`src/hw/eag_pkg.sv`:
```
// Package of constants, types and helper functions for the effective address generator.
package eag_pkg;

	// ****************************************************************
	// Operand modes selected by the instruction decoder.
	// ****************************************************************
	typedef enum logic [3:0] {
		EAG_MODE_REG_DIRECT   = 4'h0,
		EAG_MODE_REG_INDIRECT = 4'h1,
		EAG_MODE_POST_INC     = 4'h2,
		EAG_MODE_PRE_DEC      = 4'h3,
		EAG_MODE_DISP4        = 4'h4,
		EAG_MODE_INDEXED      = 4'h5,
		EAG_MODE_GBR_DISP     = 4'h6,
		EAG_MODE_PC_DISP8     = 4'h7,
		EAG_MODE_PC_DISP12    = 4'h8,
		EAG_MODE_PC_REG       = 4'h9,
		EAG_MODE_IMM_ZERO     = 4'ha,
		EAG_MODE_IMM_SIGN     = 4'hb,
		EAG_MODE_TRAP         = 4'hc,
		EAG_MODE_CTL_REG      = 4'hd,
		EAG_MODE_CTL_MEM      = 4'he,
		EAG_MODE_UNUSED       = 4'hf
	} eag_mode_t;

	// ****************************************************************
	// Access sizes.
	// ****************************************************************
	typedef enum logic [1:0] {
		EAG_SIZE_BYTE = 2'h0,
		EAG_SIZE_WORD = 2'h1,
		EAG_SIZE_LONG = 2'h2,
		EAG_SIZE_BAD  = 2'h3
	} eag_size_t;

	// ****************************************************************
	// Field positions of the 16-bit instruction word.
	// ****************************************************************
	localparam int EAG_OPC_MSB  = 15;
	localparam int EAG_OPC_LSB  = 12;
	localparam int EAG_N_MSB    = 11;
	localparam int EAG_N_LSB    = 8;
	localparam int EAG_M_MSB    = 7;
	localparam int EAG_M_LSB    = 4;
	localparam int EAG_LOW_MSB  = 3;
	localparam int EAG_LOW_LSB  = 0;
	localparam int EAG_D8_MSB   = 7;
	localparam int EAG_D12_MSB  = 11;

	// ****************************************************************
	// Step sizes, shift counts and reset values.
	// ****************************************************************
	localparam logic [31:0] EAG_STEP_BYTE  = 32'h0000_0001;
	localparam logic [31:0] EAG_STEP_WORD  = 32'h0000_0002;
	localparam logic [31:0] EAG_STEP_LONG  = 32'h0000_0004;
	localparam int          EAG_PC_SHIFT   = 1;
	localparam int          EAG_TRAP_SHIFT = 2;
	localparam logic [31:0] EAG_RST_WORD   = 32'h0000_0000;
	localparam logic [3:0]  EAG_RST_NIB    = 4'h0;
	localparam logic [3:0]  EAG_RST_MODE   = 4'h0;

	// Returns the byte count of one access of the given size.
	function automatic logic [31:0] eag_step(input eag_size_t size);
		case (size)
			EAG_SIZE_BYTE: eag_step = EAG_STEP_BYTE;
			EAG_SIZE_WORD: eag_step = EAG_STEP_WORD;
			default:       eag_step = EAG_STEP_LONG;
		endcase
	endfunction : eag_step

	// Scales a displacement by 1, 2 or 4 according to the size.
	function automatic logic [31:0] eag_scale(input logic [31:0] value, input eag_size_t size);
		case (size)
			EAG_SIZE_BYTE: eag_scale = value;
			EAG_SIZE_WORD: eag_scale = value << 1;
			default:       eag_scale = value << 2;
		endcase
	endfunction : eag_scale

endpackage : eag_pkg

```
`src/hw/eag_extend.sv`:
```
// Zero and sign extension of the displacement and immediate fields.
`timescale 1ns/1ns
`default_nettype none

module eag_extend (
	// Raw fields.
	input  wire logic [3:0]  low_in,
	input  wire logic [7:0]  disp8_in,
	input  wire logic [11:0] disp12_in,
	// Extended values.
	output logic      [31:0] zext4_out,
	output logic      [31:0] zext8_out,
	output logic      [31:0] sext8_out,
	output logic      [31:0] sext12_out
);

	// ****************************************************************
	// Extension.
	// ****************************************************************
	assign zext4_out  = {28'h000_0000, low_in};
	assign zext8_out  = {24'h00_0000, disp8_in};
	assign sext8_out  = {{24{disp8_in[7]}}, disp8_in};
	assign sext12_out = {{20{disp12_in[11]}}, disp12_in};

endmodule : eag_extend
`default_nettype wire

```
`src/hw/eag_fields.sv`:
```
// Splitter of the 16-bit instruction word into its fields.
`timescale 1ns/1ns
`default_nettype none

module eag_fields (
	// Instruction word.
	input  wire logic [15:0] instr_in,
	// Fields.
	output logic      [3:0]  opcode_out,
	output logic      [3:0]  field_n_out,
	output logic      [3:0]  field_m_out,
	output logic      [3:0]  field_low_out,
	output logic      [7:0]  disp8_out,
	output logic      [11:0] disp12_out
);

	// ****************************************************************
	// Field extraction.
	// ****************************************************************
	assign opcode_out    = instr_in[eag_pkg::EAG_OPC_MSB:eag_pkg::EAG_OPC_LSB];
	assign field_n_out   = instr_in[eag_pkg::EAG_N_MSB:eag_pkg::EAG_N_LSB];
	assign field_m_out   = instr_in[eag_pkg::EAG_M_MSB:eag_pkg::EAG_M_LSB];
	assign field_low_out = instr_in[eag_pkg::EAG_LOW_MSB:eag_pkg::EAG_LOW_LSB];
	assign disp8_out     = instr_in[eag_pkg::EAG_D8_MSB:0];
	assign disp12_out    = instr_in[eag_pkg::EAG_D12_MSB:0];

endmodule : eag_fields
`default_nettype wire

```
`src/hw/eag_top.sv`:
```
// Effective address generator with instruction field extraction.
`timescale 1ns/1ns
`default_nettype none

module eag_top (
	// Clock and reset.
	input  wire logic        sys_clk_in,
	input  wire logic        rst_in,
	// Request from the instruction decoder.
	input  wire logic        req_valid_in,
	input  wire logic [15:0] instr_in,
	input  wire logic [3:0]  mode_in,
	input  wire logic [1:0]  size_in,
	input  wire logic        sel_src_in,
	input  wire logic        branch_in,
	// Register file values for this request.
	input  wire logic [31:0] reg_value_in,
	input  wire logic [31:0] gr_zero_in,
	input  wire logic [31:0] global_base_register_in,
	input  wire logic [31:0] pc_in,
	// Result towards the memory access unit.
	output logic             done_out,
	output logic             error_out,
	output logic [3:0]       mode_out,
	output logic [31:0]      ea_out,
	output logic             mem_access_out,
	output logic [31:0]      operand_out,
	output logic             operand_valid_out,
	// Write-back of the address register.
	output logic             wb_en_out,
	output logic [3:0]       wb_index_out,
	output logic [31:0]      wb_value_out,
	// Control register load.
	output logic             ctl_load_out,
	output logic             ctl_from_mem_out,
	// Decoded fields.
	output logic [3:0]       opcode_out,
	output logic [3:0]       field_n_out,
	output logic [3:0]       field_m_out,
	output logic [3:0]       field_low_out
);

	// ****************************************************************
	// Field extraction and extension.
	// ****************************************************************
	logic [3:0]            f_opcode;
	logic [3:0]            f_n;
	logic [3:0]            f_m;
	logic [3:0]            f_low;
	logic [7:0]            f_disp8;
	logic [11:0]           f_disp12;
	logic [31:0]           x_zext4;
	logic [31:0]           x_zext8;
	logic [31:0]           x_sext8;
	logic [31:0]           x_sext12;
	eag_pkg::eag_mode_t    mode;
	eag_pkg::eag_size_t    size;
	logic [31:0]           step;

	eag_fields u_fields (
		.instr_in      (instr_in),
		.opcode_out    (f_opcode),
		.field_n_out   (f_n),
		.field_m_out   (f_m),
		.field_low_out (f_low),
		.disp8_out     (f_disp8),
		.disp12_out    (f_disp12)
	);

	eag_extend u_extend (
		.low_in     (f_low),
		.disp8_in   (f_disp8),
		.disp12_in  (f_disp12),
		.zext4_out  (x_zext4),
		.zext8_out  (x_zext8),
		.sext8_out  (x_sext8),
		.sext12_out (x_sext12)
	);

	assign mode = eag_pkg::eag_mode_t'(mode_in);
	assign size = eag_pkg::eag_size_t'(size_in);

	// Control register loads from memory always move a longword.
	assign step = (mode == eag_pkg::EAG_MODE_CTL_MEM) ? eag_pkg::EAG_STEP_LONG : eag_pkg::eag_step(size);

	// ****************************************************************
	// Shared arithmetic and refusal of the undefined size.
	// ****************************************************************
	logic [31:0] inc_value;
	logic [31:0] dec_value;
	logic [3:0]  next_wb_index;
	logic        size_refused;

	// Adds a doubled, sign-extended displacement to the program counter.
	function automatic logic [31:0] pc_target(input logic [31:0] base, input logic [31:0] disp_ext);
		pc_target = base + (disp_ext << eag_pkg::EAG_PC_SHIFT);
	endfunction : pc_target

	// Both sums keep 32 bits, so a step across the top of memory wraps.
	assign inc_value     = reg_value_in + step;
	assign dec_value     = reg_value_in - step;
	assign next_wb_index = sel_src_in ? f_m : f_n;

	// The memory modes from register indirect to GBR displacement cannot use the undefined size.
	always_comb begin
		case (mode)
			eag_pkg::EAG_MODE_REG_INDIRECT,
			eag_pkg::EAG_MODE_POST_INC,
			eag_pkg::EAG_MODE_PRE_DEC,
			eag_pkg::EAG_MODE_DISP4,
			eag_pkg::EAG_MODE_INDEXED,
			eag_pkg::EAG_MODE_GBR_DISP: size_refused = (size == eag_pkg::EAG_SIZE_BAD);
			default:                    size_refused = 1'b0;
		endcase
	end

	// ****************************************************************
	// Address calculation.
	// ****************************************************************
	logic [31:0] next_ea;
	logic        next_mem;
	logic [31:0] next_operand;
	logic        next_operand_valid;
	logic        next_wb_en;
	logic [31:0] next_wb_value;
	logic        next_ctl_load;
	logic        next_ctl_from_mem;
	logic        next_error;

	// The sums are 32 bits wide on purpose so that carries out of bit 31 are dropped.
	always_comb begin
		next_ea            = eag_pkg::EAG_RST_WORD;
		next_mem           = 1'b0;
		next_operand       = eag_pkg::EAG_RST_WORD;
		next_operand_valid = 1'b0;
		next_wb_en         = 1'b0;
		next_wb_value      = eag_pkg::EAG_RST_WORD;
		next_ctl_load      = 1'b0;
		next_ctl_from_mem  = 1'b0;
		next_error         = 1'b0;
		case (mode)
			eag_pkg::EAG_MODE_REG_DIRECT: begin
				next_operand       = reg_value_in;
				next_operand_valid = 1'b1;
			end
			eag_pkg::EAG_MODE_REG_INDIRECT: begin
				next_ea  = reg_value_in;
				next_mem = 1'b1;
			end
			eag_pkg::EAG_MODE_POST_INC: begin
				next_ea       = reg_value_in;
				next_mem      = 1'b1;
				next_wb_en    = 1'b1;
				next_wb_value = inc_value;
			end
			eag_pkg::EAG_MODE_PRE_DEC: begin
				next_ea       = dec_value;
				next_mem      = 1'b1;
				next_wb_en    = 1'b1;
				next_wb_value = dec_value;
			end
			eag_pkg::EAG_MODE_DISP4: begin
				next_ea  = reg_value_in + eag_pkg::eag_scale(x_zext4, size);
				next_mem = 1'b1;
			end
			eag_pkg::EAG_MODE_INDEXED: begin
				next_ea  = reg_value_in + gr_zero_in;
				next_mem = 1'b1;
			end
			eag_pkg::EAG_MODE_GBR_DISP: begin
				next_ea  = global_base_register_in + eag_pkg::eag_scale(x_zext8, size);
				next_mem = 1'b1;
			end
			eag_pkg::EAG_MODE_PC_DISP8: begin
				next_ea  = pc_target(pc_in, x_sext8);
				next_mem = ~branch_in;
			end
			eag_pkg::EAG_MODE_PC_DISP12: begin
				next_ea  = pc_target(pc_in, x_sext12);
				next_mem = ~branch_in;
			end
			eag_pkg::EAG_MODE_PC_REG: begin
				next_ea  = pc_in + reg_value_in;
			end
			eag_pkg::EAG_MODE_IMM_ZERO: begin
				next_operand       = x_zext8;
				next_operand_valid = 1'b1;
			end
			eag_pkg::EAG_MODE_IMM_SIGN: begin
				next_operand       = x_sext8;
				next_operand_valid = 1'b1;
			end
			eag_pkg::EAG_MODE_TRAP: begin
				next_operand       = x_zext8 << eag_pkg::EAG_TRAP_SHIFT;
				next_operand_valid = 1'b1;
			end
			eag_pkg::EAG_MODE_CTL_REG: begin
				next_operand       = reg_value_in;
				next_operand_valid = 1'b1;
				next_ctl_load      = 1'b1;
			end
			eag_pkg::EAG_MODE_CTL_MEM: begin
				next_ea           = reg_value_in;
				next_mem          = 1'b1;
				next_wb_en        = 1'b1;
				next_wb_value     = inc_value;
				next_ctl_load     = 1'b1;
				next_ctl_from_mem = 1'b1;
			end
			default: begin
				next_error = 1'b1;
			end
		endcase
		// A scaled access with an undefined size is refused as a whole.
		if (size_refused) begin
			next_error = 1'b1;
		end
		if (next_error) begin
			next_mem           = 1'b0;
			next_wb_en         = 1'b0;
			next_ctl_load      = 1'b0;
			next_ctl_from_mem  = 1'b0;
			next_operand_valid = 1'b0;
		end
	end

	// ****************************************************************
	// Handshake pulses.
	// ****************************************************************
	always_ff @(posedge sys_clk_in) begin
		if (rst_in) begin
			done_out          <= 1'b0;
			error_out         <= 1'b0;
			mem_access_out    <= 1'b0;
			operand_valid_out <= 1'b0;
			wb_en_out         <= 1'b0;
			ctl_load_out      <= 1'b0;
			ctl_from_mem_out  <= 1'b0;
		end else begin
			done_out          <= req_valid_in;
			error_out         <= req_valid_in & next_error;
			mem_access_out    <= req_valid_in & next_mem;
			operand_valid_out <= req_valid_in & next_operand_valid;
			wb_en_out         <= req_valid_in & next_wb_en;
			ctl_load_out      <= req_valid_in & next_ctl_load;
			ctl_from_mem_out  <= req_valid_in & next_ctl_from_mem;
		end
	end

	// ****************************************************************
	// Result words.
	// ****************************************************************
	always_ff @(posedge sys_clk_in) begin
		if (rst_in) begin
			mode_out     <= eag_pkg::EAG_RST_MODE;
			ea_out       <= eag_pkg::EAG_RST_WORD;
			operand_out  <= eag_pkg::EAG_RST_WORD;
			wb_value_out <= eag_pkg::EAG_RST_WORD;
			wb_index_out <= eag_pkg::EAG_RST_NIB;
		end else if (req_valid_in) begin
			mode_out     <= mode_in;
			ea_out       <= next_ea;
			operand_out  <= next_operand;
			wb_value_out <= next_wb_value;
			wb_index_out <= next_wb_index;
		end
	end

	// ****************************************************************
	// Decoded fields.
	// ****************************************************************
	always_ff @(posedge sys_clk_in) begin
		if (rst_in) begin
			opcode_out    <= eag_pkg::EAG_RST_NIB;
			field_n_out   <= eag_pkg::EAG_RST_NIB;
			field_m_out   <= eag_pkg::EAG_RST_NIB;
			field_low_out <= eag_pkg::EAG_RST_NIB;
		end else if (req_valid_in) begin
			opcode_out    <= f_opcode;
			field_n_out   <= f_n;
			field_m_out   <= f_m;
			field_low_out <= f_low;
		end
	end

endmodule : eag_top
`default_nettype wire

```
`config.mk`:
```
export PLATFORM = sky130hd
export DESIGN_NAME = eag_top
export DESIGN_NICKNAME = d
export VERILOG_FILES = /design/src/hw/eag_pkg.sv /design/src/hw/eag_extend.sv /design/src/hw/eag_fields.sv /design/src/hw/eag_top.sv
export SDC_FILE = /design/constraint.sdc
export NUM_CORES = 1
export LEC_CHECK = 0
export ABC_AREA = 1
export BUFFER_PORTS_ARGS = -buffer_cell sky130_fd_sc_hd__buf_2
export CORE_MARGIN = 4
export CORE_UTILIZATION = 40
export CTS_CLUSTER_DIAMETER = 150
export DETAILED_ROUTE_END_ITERATION = 10
export GPL_TIMING_DRIVEN = 0
export PLACE_DENSITY = 0.69
export SYNTH_ARGS = -nofsm -noshare
export SYNTH_HDL_FRONTEND = slang
export SYNTH_SLANG_ARGS = --single-unit
```
`constraint.sdc`:
```
create_clock -name sys_clk_in -period 4.4 [get_ports sys_clk_in]
set_input_delay 0.66 -clock sys_clk_in [delete_from_list [all_inputs] [get_ports sys_clk_in]]
set_output_delay 0.66 -clock sys_clk_in [all_outputs]
set_load 0.01 [all_outputs]
```
==> results.cfg, run 1 <==
[run_status]
status = finished clean

[floorplan]
ios = 282
initial_core_util = 0.409
rows = 67
die_h_microns = 194
die_x_microns = 194
die-area_sq_um = 37700
core_sq_um = 33900

[hold_path]
hp-start = instr_in[13]
hold-path-endpoint = opcode_out[1]
hold_depth = 3
hp-class = in -> reg

[timing]
period_needed_ns = 4.04
hold_viol = 0
period_share = 0.919
setup_viol = 0
rsz0062_at_grt = no
relSlewSlack = 0.353
skew_ns = 0
tightest_slew_ns = 0.971
drv_slew = 0
max_freq_mhz = 247

[cells_and_area]
final_nets = 3022
drive_gt1_frac = 0.145
diodes = 0
final_cell_mix = nand2_1, inv_1, buf_2
syn_to_final_growth_pct = 18.4
final_core_util = 0.485
mostFrequentLayoutCell = nand2_1

[clock_network]
clk_pin_slew_worst_paths_ns = 0.07
cts_buffer_depth = 2
clock_latency_ns = 0.44
cts_buffers = 17
htree_levels = 4
root_buffer = clkbuf_16
numClockSinks = 127
cts_tree = built
ctsHoldBuffers = 0

[yosys]
syn_avg_cell_area_sq_um = 5.59
ys_ff_latch = 127
synth_nets = 2722
ys_seq_area_frac = 0.183
yosys_warnings = 0
ys.flop_type = dfxtp_1
synth_edf_count = 0
syn_area_sq_um = 13900
async_flop_share = 0
postSynthCellCount = 2482
synth_cell_type_count = 55

[routing]
antenna_left = 0
wire_per_inst_microns = 20.7
drc_errors = 0
firstDrtPassIters = 6
drt_first_iter_violations = 1873
wl_microns = 67300
dr_total_vias = 18300
vias_per_cell = 5.63

[place]
gp_congestion = 1.01
hpwlAfterDp_microns = 56900
io_buffers = 279

[power_and_ir_drop]
ir_drop_uv = 247
powerDensity_nw_per_um2 = 251
total_power_mw = 4.12
leakage_nw = 8.53

[critical_path]
critPathMaxFanout = 12
cp.arrival_ns = 4.36
end_kind = flip-flop
r2r_start = ea_out[17]
cp_slowest_cell = o21ai_1
r2r_slack_ns = 3.69
cp.required_ns = 4.72
cp_common_cell = nand3_1
critPathLaunchType = input pin
slowest_delay_ns = 0.58
reg2reg_depth = 2
critical_path.cell_chain = buf_2 -> nor2_1 -> nand2_1 -> o21ai_1 -> clkinvlp_4 -> buf_4 -> buf_4 -> ha_1 -> nand3_1 -> nor3_1 -> nand3_1 -> nand3_1 -> nand2_1 -> nand3_1 -> nand3_1 -> nand2_1 -> a21oi_2
r2r-end = ea_out[17]
worst-setup-path-type = in -> reg

[grt]
grt_pass1_vias = 16700
antenna_found_initial = 1
track_usage = 0.336
grt_pass1_wl_microns = 98100
grt_overflow = 0
grt_max_degree = 20

[flow_run]
drv_cap = 0
-- routing by layer --
layer	GRT usage	share of wire	vias up	wire, microns
met1	0.430	0.40	8401	27200
met3	0.0469	0.088	126	5910
met5	0	0.00015	-	10
met2	0.568	0.47	957	31300
met4	0.139	0.042	2	2820
li1	-	-	8773	-
-- kinds of logic after synthesis --
logic type               Yosys count  synth area share
buffers and inverters            411             0.114
adder cells (fa/ha/maj)           85            0.0794
AND/OR/NAND/NOR                 1396             0.431
XOR/XNOR                           6           0.00379
flip-flops                       127             0.183
AO/OA/AOI/OAI                    457             0.188
-- flip-flops by register name, indices dropped and copies added, names as in the netlist --
name	cells
ea_out	32
operand_out	32
wb_value_out	32
field_low_out	4
field_m_out	4
field_n_out	4
mode_out	4
opcode_out	4
wb_index_out	4
ctl_from_mem_out	1
ctl_load_out	1
done_out	1
error_out	1
mem_access_out	1
operand_valid_out	1
wb_en_out	1
-- power breakdown --
part	switching [mW]	internal, mW
Combinational	0.981	0.446
Sequential	0.0378	1.21
Clock	0.643	0.798
-- worst max-delay path, delay by kind of cell --
kind | cells | cell delay [ns]
simple gates | 10 | 1.94
buf+inv | 4 | 0.69
compound gates | 2 | 0.63
fa+ha+maj | 1 | 0.42
-- stage by stage --
stage / hold WS, ns / setup slack (ns) / instance area [sq um] / std cells / TNS [ns]
floorplan: 0.490 / 1.34 / 13900 / 2482 / 0
global placement: 0.450 / -0.111 / 15800 / 3209 / -0.185
detailed placement: 0.452 / -0.174 / 15800 / 3209 / -0.385
CTS: 0.434 / 0.292 / 16400 / 3241 / 0
global route: 0.452 / 0.182 / 16400 / 3243 / 0
finish: 0.439 / 0.356 / 16400 / 3243 / 0
-- repair_timing --
item,CTS,global route
setup buffers,0,2
gates resized for setup,0,1
setup endpoints to repair,0,1
-- worst max-delay path by stage --
stage / start / endpoint / slack [ns] / depth (start not counted)
after global placement: mode_in[3] / ea_out[30] / -0.11 / 20
after global routing: mode_in[0] / ea_out[30] / 0.18 / 20
after floorplan: mode_in[3] / ea_out[8] / 1.34 / 20
after detailed placement: mode_in[0] / ea_out[30] / -0.17 / 19
final: mode_in[0] / ea_out[24] / 0.36 / 17
after CTS: mode_in[0] / ea_out[30] / 0.29 / 19
-- area by class of cell --
class	count	area [sq um]
sequential	127	2540
timing repair buffer	281	1410
buffer	68	294
inverter	343	1290
multi-input combinational	1944	9740
clock inverter	14	146
fill	3708	17500
clock buffer	18	429
tap	448	561
-- synth_stat cells, types with 3 or more instances --
cell type,instances,area (sq um)
xnor2_1,3,26.3
or2_2,21,131
nor3_1,36,180
nor2_4,8,90.1
nand4_1,43,269
o21ai_1,26,130
o211ai_1,30,225
a21oi_1,188,941
dfxtp_1,127,2540
nor2_2,11,68.8
buf_1,5,18.8
clkbuf_1,46,173
buf_2,13,65.1
inv_2,23,86.3
o21bai_1,13,97.6
xor2_1,3,26.3
a22o_1,25,219
a31oi_1,9,56.3
o22ai_1,13,81.3
nand2_2,5,31.3
nand2_1,760,2850
nand3b_1,15,113
nor2_1,236,886
inv_1,319,1200
o221ai_1,6,52.6
ha_1,80,1000
and2_1,6,37.5
o21ai_0,128,641
fa_1,5,100
nand3_1,244,1220
Power figures use the tool's default switching activity.
==> run 2, diff against run 1 <==
--- a/config.mk
+++ b/config.mk
@@ -9,6 +9,7 @@
 export BUFFER_PORTS_ARGS = -buffer_cell sky130_fd_sc_hd__buf_2
 export CORE_MARGIN = 4
 export CORE_UTILIZATION = 40
+export CTS_BUF_LIST = sky130_fd_sc_hd__clkbuf_4
 export CTS_CLUSTER_DIAMETER = 150
 export DETAILED_ROUTE_END_ITERATION = 10
 export GPL_TIMING_DRIVEN = 0
==> results.cfg, run 2 (synthesis results as in run 1) <==
[run_status]
status = finished with violations
violations = DRC

[routing]
vias_per_cell = 5.62
firstDrtPassIters = 11
wire_per_inst_microns = 20.7
dr_total_vias = 18200
wl_microns = 67100
drc_errors = 2
drt_first_iter_violations = 1813
antenna_left = 0

[clock_network]
htree_levels = 4
cts_setup_buffers = 0
cts_resized = 0
clock_latency_ns = 0.60
cts_buffer_depth = 2
root_buffer = clkbuf_4
cts_tree = built
numClockSinks = 127
clk_pin_slew_worst_paths_ns = 0.16
cts_buffers = 17
ctsHoldBuffers = 0

[critical_path]
slowest_delay_ns = 0.56
r2r_start = ea_out[17]
critPathLaunchType = input pin
critical_path.cell_chain = buf_2 -> nor2_1 -> nand2_1 -> o21ai_1 -> inv_1 -> ha_1 -> nand2_1 -> nor2_1 -> inv_1 -> nor2_1 -> nand2_1 -> nand2_1 -> nand2_1 -> nand2_1 -> nand2_1 -> nand3_1 -> nand2_1 -> o21ai_0 -> a21oi_1
worst-setup-path-type = in -> reg
critical_path.startpoint = mode_in[0]
cp.arrival_ns = 4.47
cp_slowest_cell = ha_1
cp_common_cell = nand2_1
critPathMaxFanout = 19
cp.required_ns = 4.89
end_kind = flip-flop

[place]
dp_cells = 3209
place_area_sq_um = 15800
hpwlAfterDp_microns = 56900
place_ws_ns = -0.174
io_buffers = 279
gp_congestion = 1.01

[grt]
antenna_found_initial = 3
grt_use_met2 = 0.563
grt_overflow = 0
gr-usage-met3 = 0.0518
top_usage_layer = met2
use_met1 = 0.430
grt_max_degree = 20
track_usage = 0.335
grt_pass1_wl_microns = 98000
grt_pass1_vias = 16700

[floorplan]
rows = 67
initial_core_util = 0.409
ios = 282
core_sq_um = 33900
die_h_microns = 194
die_x_microns = 194
die-area_sq_um = 37700

[cells_and_area]
instances_no_fill = 3243
drive_gt1_frac = 0.145
final_nets = 3020
reg_top3 = ea_out: 32 flops, operand_out: 32 flops, wb_value_out: 32 flops
final_cell_mix = nand2_1, inv_1, buf_2
mostFrequentLayoutCell = nand2_1
design_area_sq_um = 16100
n_fill_cell = 3739
final_core_util = 0.476
syn_to_final_growth_pct = 16.2

[timing]
skew_ns = 0
finalSetupTns_ns = 0
relSlewSlack = 0.351
period_share = 0.903
max_freq_mhz = 252
worst_slack_ns = 0.425
hold_viol = 0
drv_slew = 0
setup_viol = 0
rsz0062_at_grt = no
holdWs_ns = 0.268
period_needed_ns = 3.97
tightest_slew_ns = 0.974

[flow_run]
drv_cap = 0

[hold_path]
hp-start = instr_in[13]
hp-class = in -> reg

[power_and_ir_drop]
powerDensity_nw_per_um2 = 221
ir_drop_uv = 168
total_power_mw = 3.56
leakage_nw = 8.40
[run 2: cell count changes in the layout (fill, tap and decap cells not counted), moves of 2 or more]
cell       previous run  this run
diode_2               0         2
clkbuf_4              0        18
clkbuf_16            17         0
buf_4                 4         2
[run 2: cell type report]
cell class | instances | area (sq um) | area share
multi-input combinational | 1944 | 9740 | 0.605
inverter | 343 | 1290 | 0.0799
sequential | 127 | 2540 | 0.158
tap | 448 | 561 | 0.0348
antenna | 2 | 5.00 | 0.000311
clock inverter | 14 | 146 | 0.00909
timing repair buffer | 279 | 1400 | 0.0867
buffer | 68 | 294 | 0.0183
clock buffer | 18 | 135 | 0.00839
[run 2: worst max-delay path: cells and delay by family]
| kind | cells | cell delay (ns) |
|---|---|---|
| compound gates | 3 | 0.76 |
| fa+ha+maj | 1 | 0.56 |
| buf+inv | 3 | 0.70 |
| simple gates | 12 | 1.77 |
[run 2: per-layer routing]
layer  share of wire  vias up
met3           0.081      131
met1            0.41     8421
met4           0.046        2
met2            0.46      891
li1                -     8769
met5         0.00015        -
[run 2: final timing paths]
kind / cells after the start / slack, ns / end
max: 19 / 0.43 / ea_out[30]
max reg2reg: 2 / 3.66 / ea_out[17]
min reg2reg: 2 / 0.47 / operand_out[16]
min: 3 / 0.27 / opcode_out[1]
[run 2: where the power goes]
group	switching, mW	internal, mW	total [mW]
Sequential	0.0375	1.21	1.25
Combinational	0.980	0.444	1.42
Clock	0.578	0.306	0.884
==> run 3, diff against run 2 <==
--- a/config.mk
+++ b/config.mk
@@ -13,7 +13,10 @@
 export CTS_CLUSTER_DIAMETER = 150
 export DETAILED_ROUTE_END_ITERATION = 10
 export GPL_TIMING_DRIVEN = 0
+export MAX_ROUTING_LAYER = met4
 export PLACE_DENSITY = 0.69
+export SLEW_MARGIN = 20
 export SYNTH_ARGS = -nofsm -noshare
 export SYNTH_HDL_FRONTEND = slang
 export SYNTH_SLANG_ARGS = --single-unit
+export TNS_END_PERCENT = 50
==> results.cfg, run 3 (synthesis results as in run 1) <==
[timing]
max_freq_mhz = 255
rsz0062_at_grt = no
holdWs_ns = 0.276
period_needed_ns = 3.92
relSlewSlack = 0.322
setup_viol = 0
worst_slack_ns = 0.479
drv_slew = 0
hold_viol = 0
skew_ns = 0
period_share = 0.891
tightest_slew_ns = 1.02
finalSetupTns_ns = 0

[clock_network]
clock_latency_ns = 0.59
htree_levels = 4
root_buffer = clkbuf_4
clk_pin_slew_worst_paths_ns = 0.14
numClockSinks = 127
cts_buffer_depth = 2
cts_resized = 0
cts_setup_buffers = 0
cts_tree = built
cts_buffers = 17
ctsHoldBuffers = 0

[cells_and_area]
final_nets = 3020
n_fill_cell = 3735
reg_top3 = ea_out: 32 flops, operand_out: 32 flops, wb_value_out: 32 flops
syn_to_final_growth_pct = 16.5
final_core_util = 0.477
final_cell_mix = nand2_1, inv_1, buf_2
seq_area_sq_um = 2540
multi_input_area_sq_um = 9740
drive_gt1_frac = 0.145
mostFrequentLayoutCell = nand2_1

[floorplan]
die-area_sq_um = 37700
rows = 67
die_x_microns = 194
core_sq_um = 33900
die_h_microns = 194
initial_core_util = 0.409
ios = 282

[power_and_ir_drop]
total_power_mw = 3.72
ir_drop_uv = 177
p_seq_frac = 0.336
power_frac_comb = 0.389
powerDensity_nw_per_um2 = 230
leakage_nw = 8.43
power_switching_mw = 1.63
cell_internal_pwr_mw = 2.08
netSwitchingFraction = 0.440
p_clk_frac = 0.275

[place]
hpwlAfterDp_microns = 59400
io_buffers = 279
gp_congestion = 1.03
place_ws_ns = -0.0854

[flow_run]
drv_cap = 0

[grt]
grt_pass1_vias = 17000
grt_max_degree = 20
grt_overflow = 0
track_usage = 0.362
antenna_found_initial = 2
grt_pass1_wl_microns = 102000

[critical_path]
critical_path.cell_chain = buf_2 -> inv_2 -> nor2_1 -> nand2_1 -> o21ai_1 -> inv_1 -> ha_1 -> nand2_1 -> nor2_1 -> and3_1 -> nand2_1 -> nand2_1 -> nand2_1 -> nand2_1 -> nand2_1 -> nand3_1 -> nand3_1 -> nand2_1 -> a21oi_1
worst-setup-path-type = in -> reg
cp_common_cell = nand2_1
crit_path_end = ea_out[31]
slowest_delay_ns = 0.55
r2r_slack_ns = 3.62
cp_slowest_cell = ha_1
worstSetupPathDepth = 19
r2r_start = ea_out[2]
cp.arrival_ns = 4.38
crit_family = simple AND/OR/NAND/NOR gates
critPathLaunchType = input pin
r2r-end = ea_out[2]
cp_num_buf_inv = 3
critPathMaxFanout = 19
reg2reg_depth = 2
cp.required_ns = 4.86
end_kind = flip-flop
critical_path.startpoint = mode_in[3]

[routing]
wl_microns = 70200
drt_first_iter_violations = 2053
antenna_left = 0
dr_total_vias = 18300
firstDrtPassIters = 8
drc_errors = 0
vias_per_cell = 5.65
wire_per_inst_microns = 21.6

[run_status]
status = finished clean

[hold_path]
hp-class = in -> reg
-- run 3: cell type report --
| cell class | count | share of cell area |
|---|---|---|
| Timing Repair Buffer | 279 | 0.0864 |
| Clock inverter | 14 | 0.0121 |
| Clock buffer | 18 | 0.00837 |
| Inverter | 343 | 0.0797 |
| Buffer | 68 | 0.0182 |
| Tap cell | 448 | 0.0347 |
| Antenna cell | 2 | 0.000310 |
| Multi-Input combinational cell | 1944 | 0.603 |
| Sequential cell | 127 | 0.157 |
-- run 3: tightest hold or removal path, stage by stage --
cell and delay (ns):
buf_2 0.07, nor2_1 0.03, nor2_1 0.08
-- run 3: worst min-delay path by stage --
stage / endpoint / slack (ns) / cells past startpoint / from
2_1_floorplan: ea_out[10] / 0.49 / 2 / ea_out[10]
3_3_place_gp: operand_out[16] / 0.45 / 2 / operand_out[16]
3_5_place_dp: operand_out[18] / 0.45 / 2 / operand_out[18]
4_1_cts: opcode_out[0] / 0.25 / 3 / instr_in[12]
5_1_grt: opcode_out[3] / 0.27 / 3 / instr_in[15]
6_report: opcode_out[3] / 0.28 / 3 / instr_in[15]
-- run 3: per-stage QoR --
| step | cell area [sq um] | std cells |
|---|---|---|
| 6_report | 16200 | 3243 |
| 3_3_place_gp | 15800 | 3209 |
| 3_5_place_dp | 15800 | 3209 |
| 2_1_floorplan | 13900 | 2482 |
| 5_1_grt | 16200 | 3243 |
| 4_1_cts | 16100 | 3241 |
-- run 3: power by group through the flow --
stage	sequential, mW	combinational [mW]	clock [mW]
global placement	1.27	1.40	0
finish	1.25	1.45	1.02
global route	1.25	1.58	1.05
CTS	1.25	1.41	1.01
floorplan	1.30	0.820	0
detailed placement	1.27	1.41	0
-- run 3: per-layer routing --
metal | vias to the layer above | track usage | share of wire
li1 | 8757 | - | -
met1 | 8495 | 0.452 | 0.40
met2 | 935 | 0.598 | 0.47
met3 | 135 | 0.0493 | 0.084
met4 | 0 | 0.137 | 0.041
met5 | - | - | 0
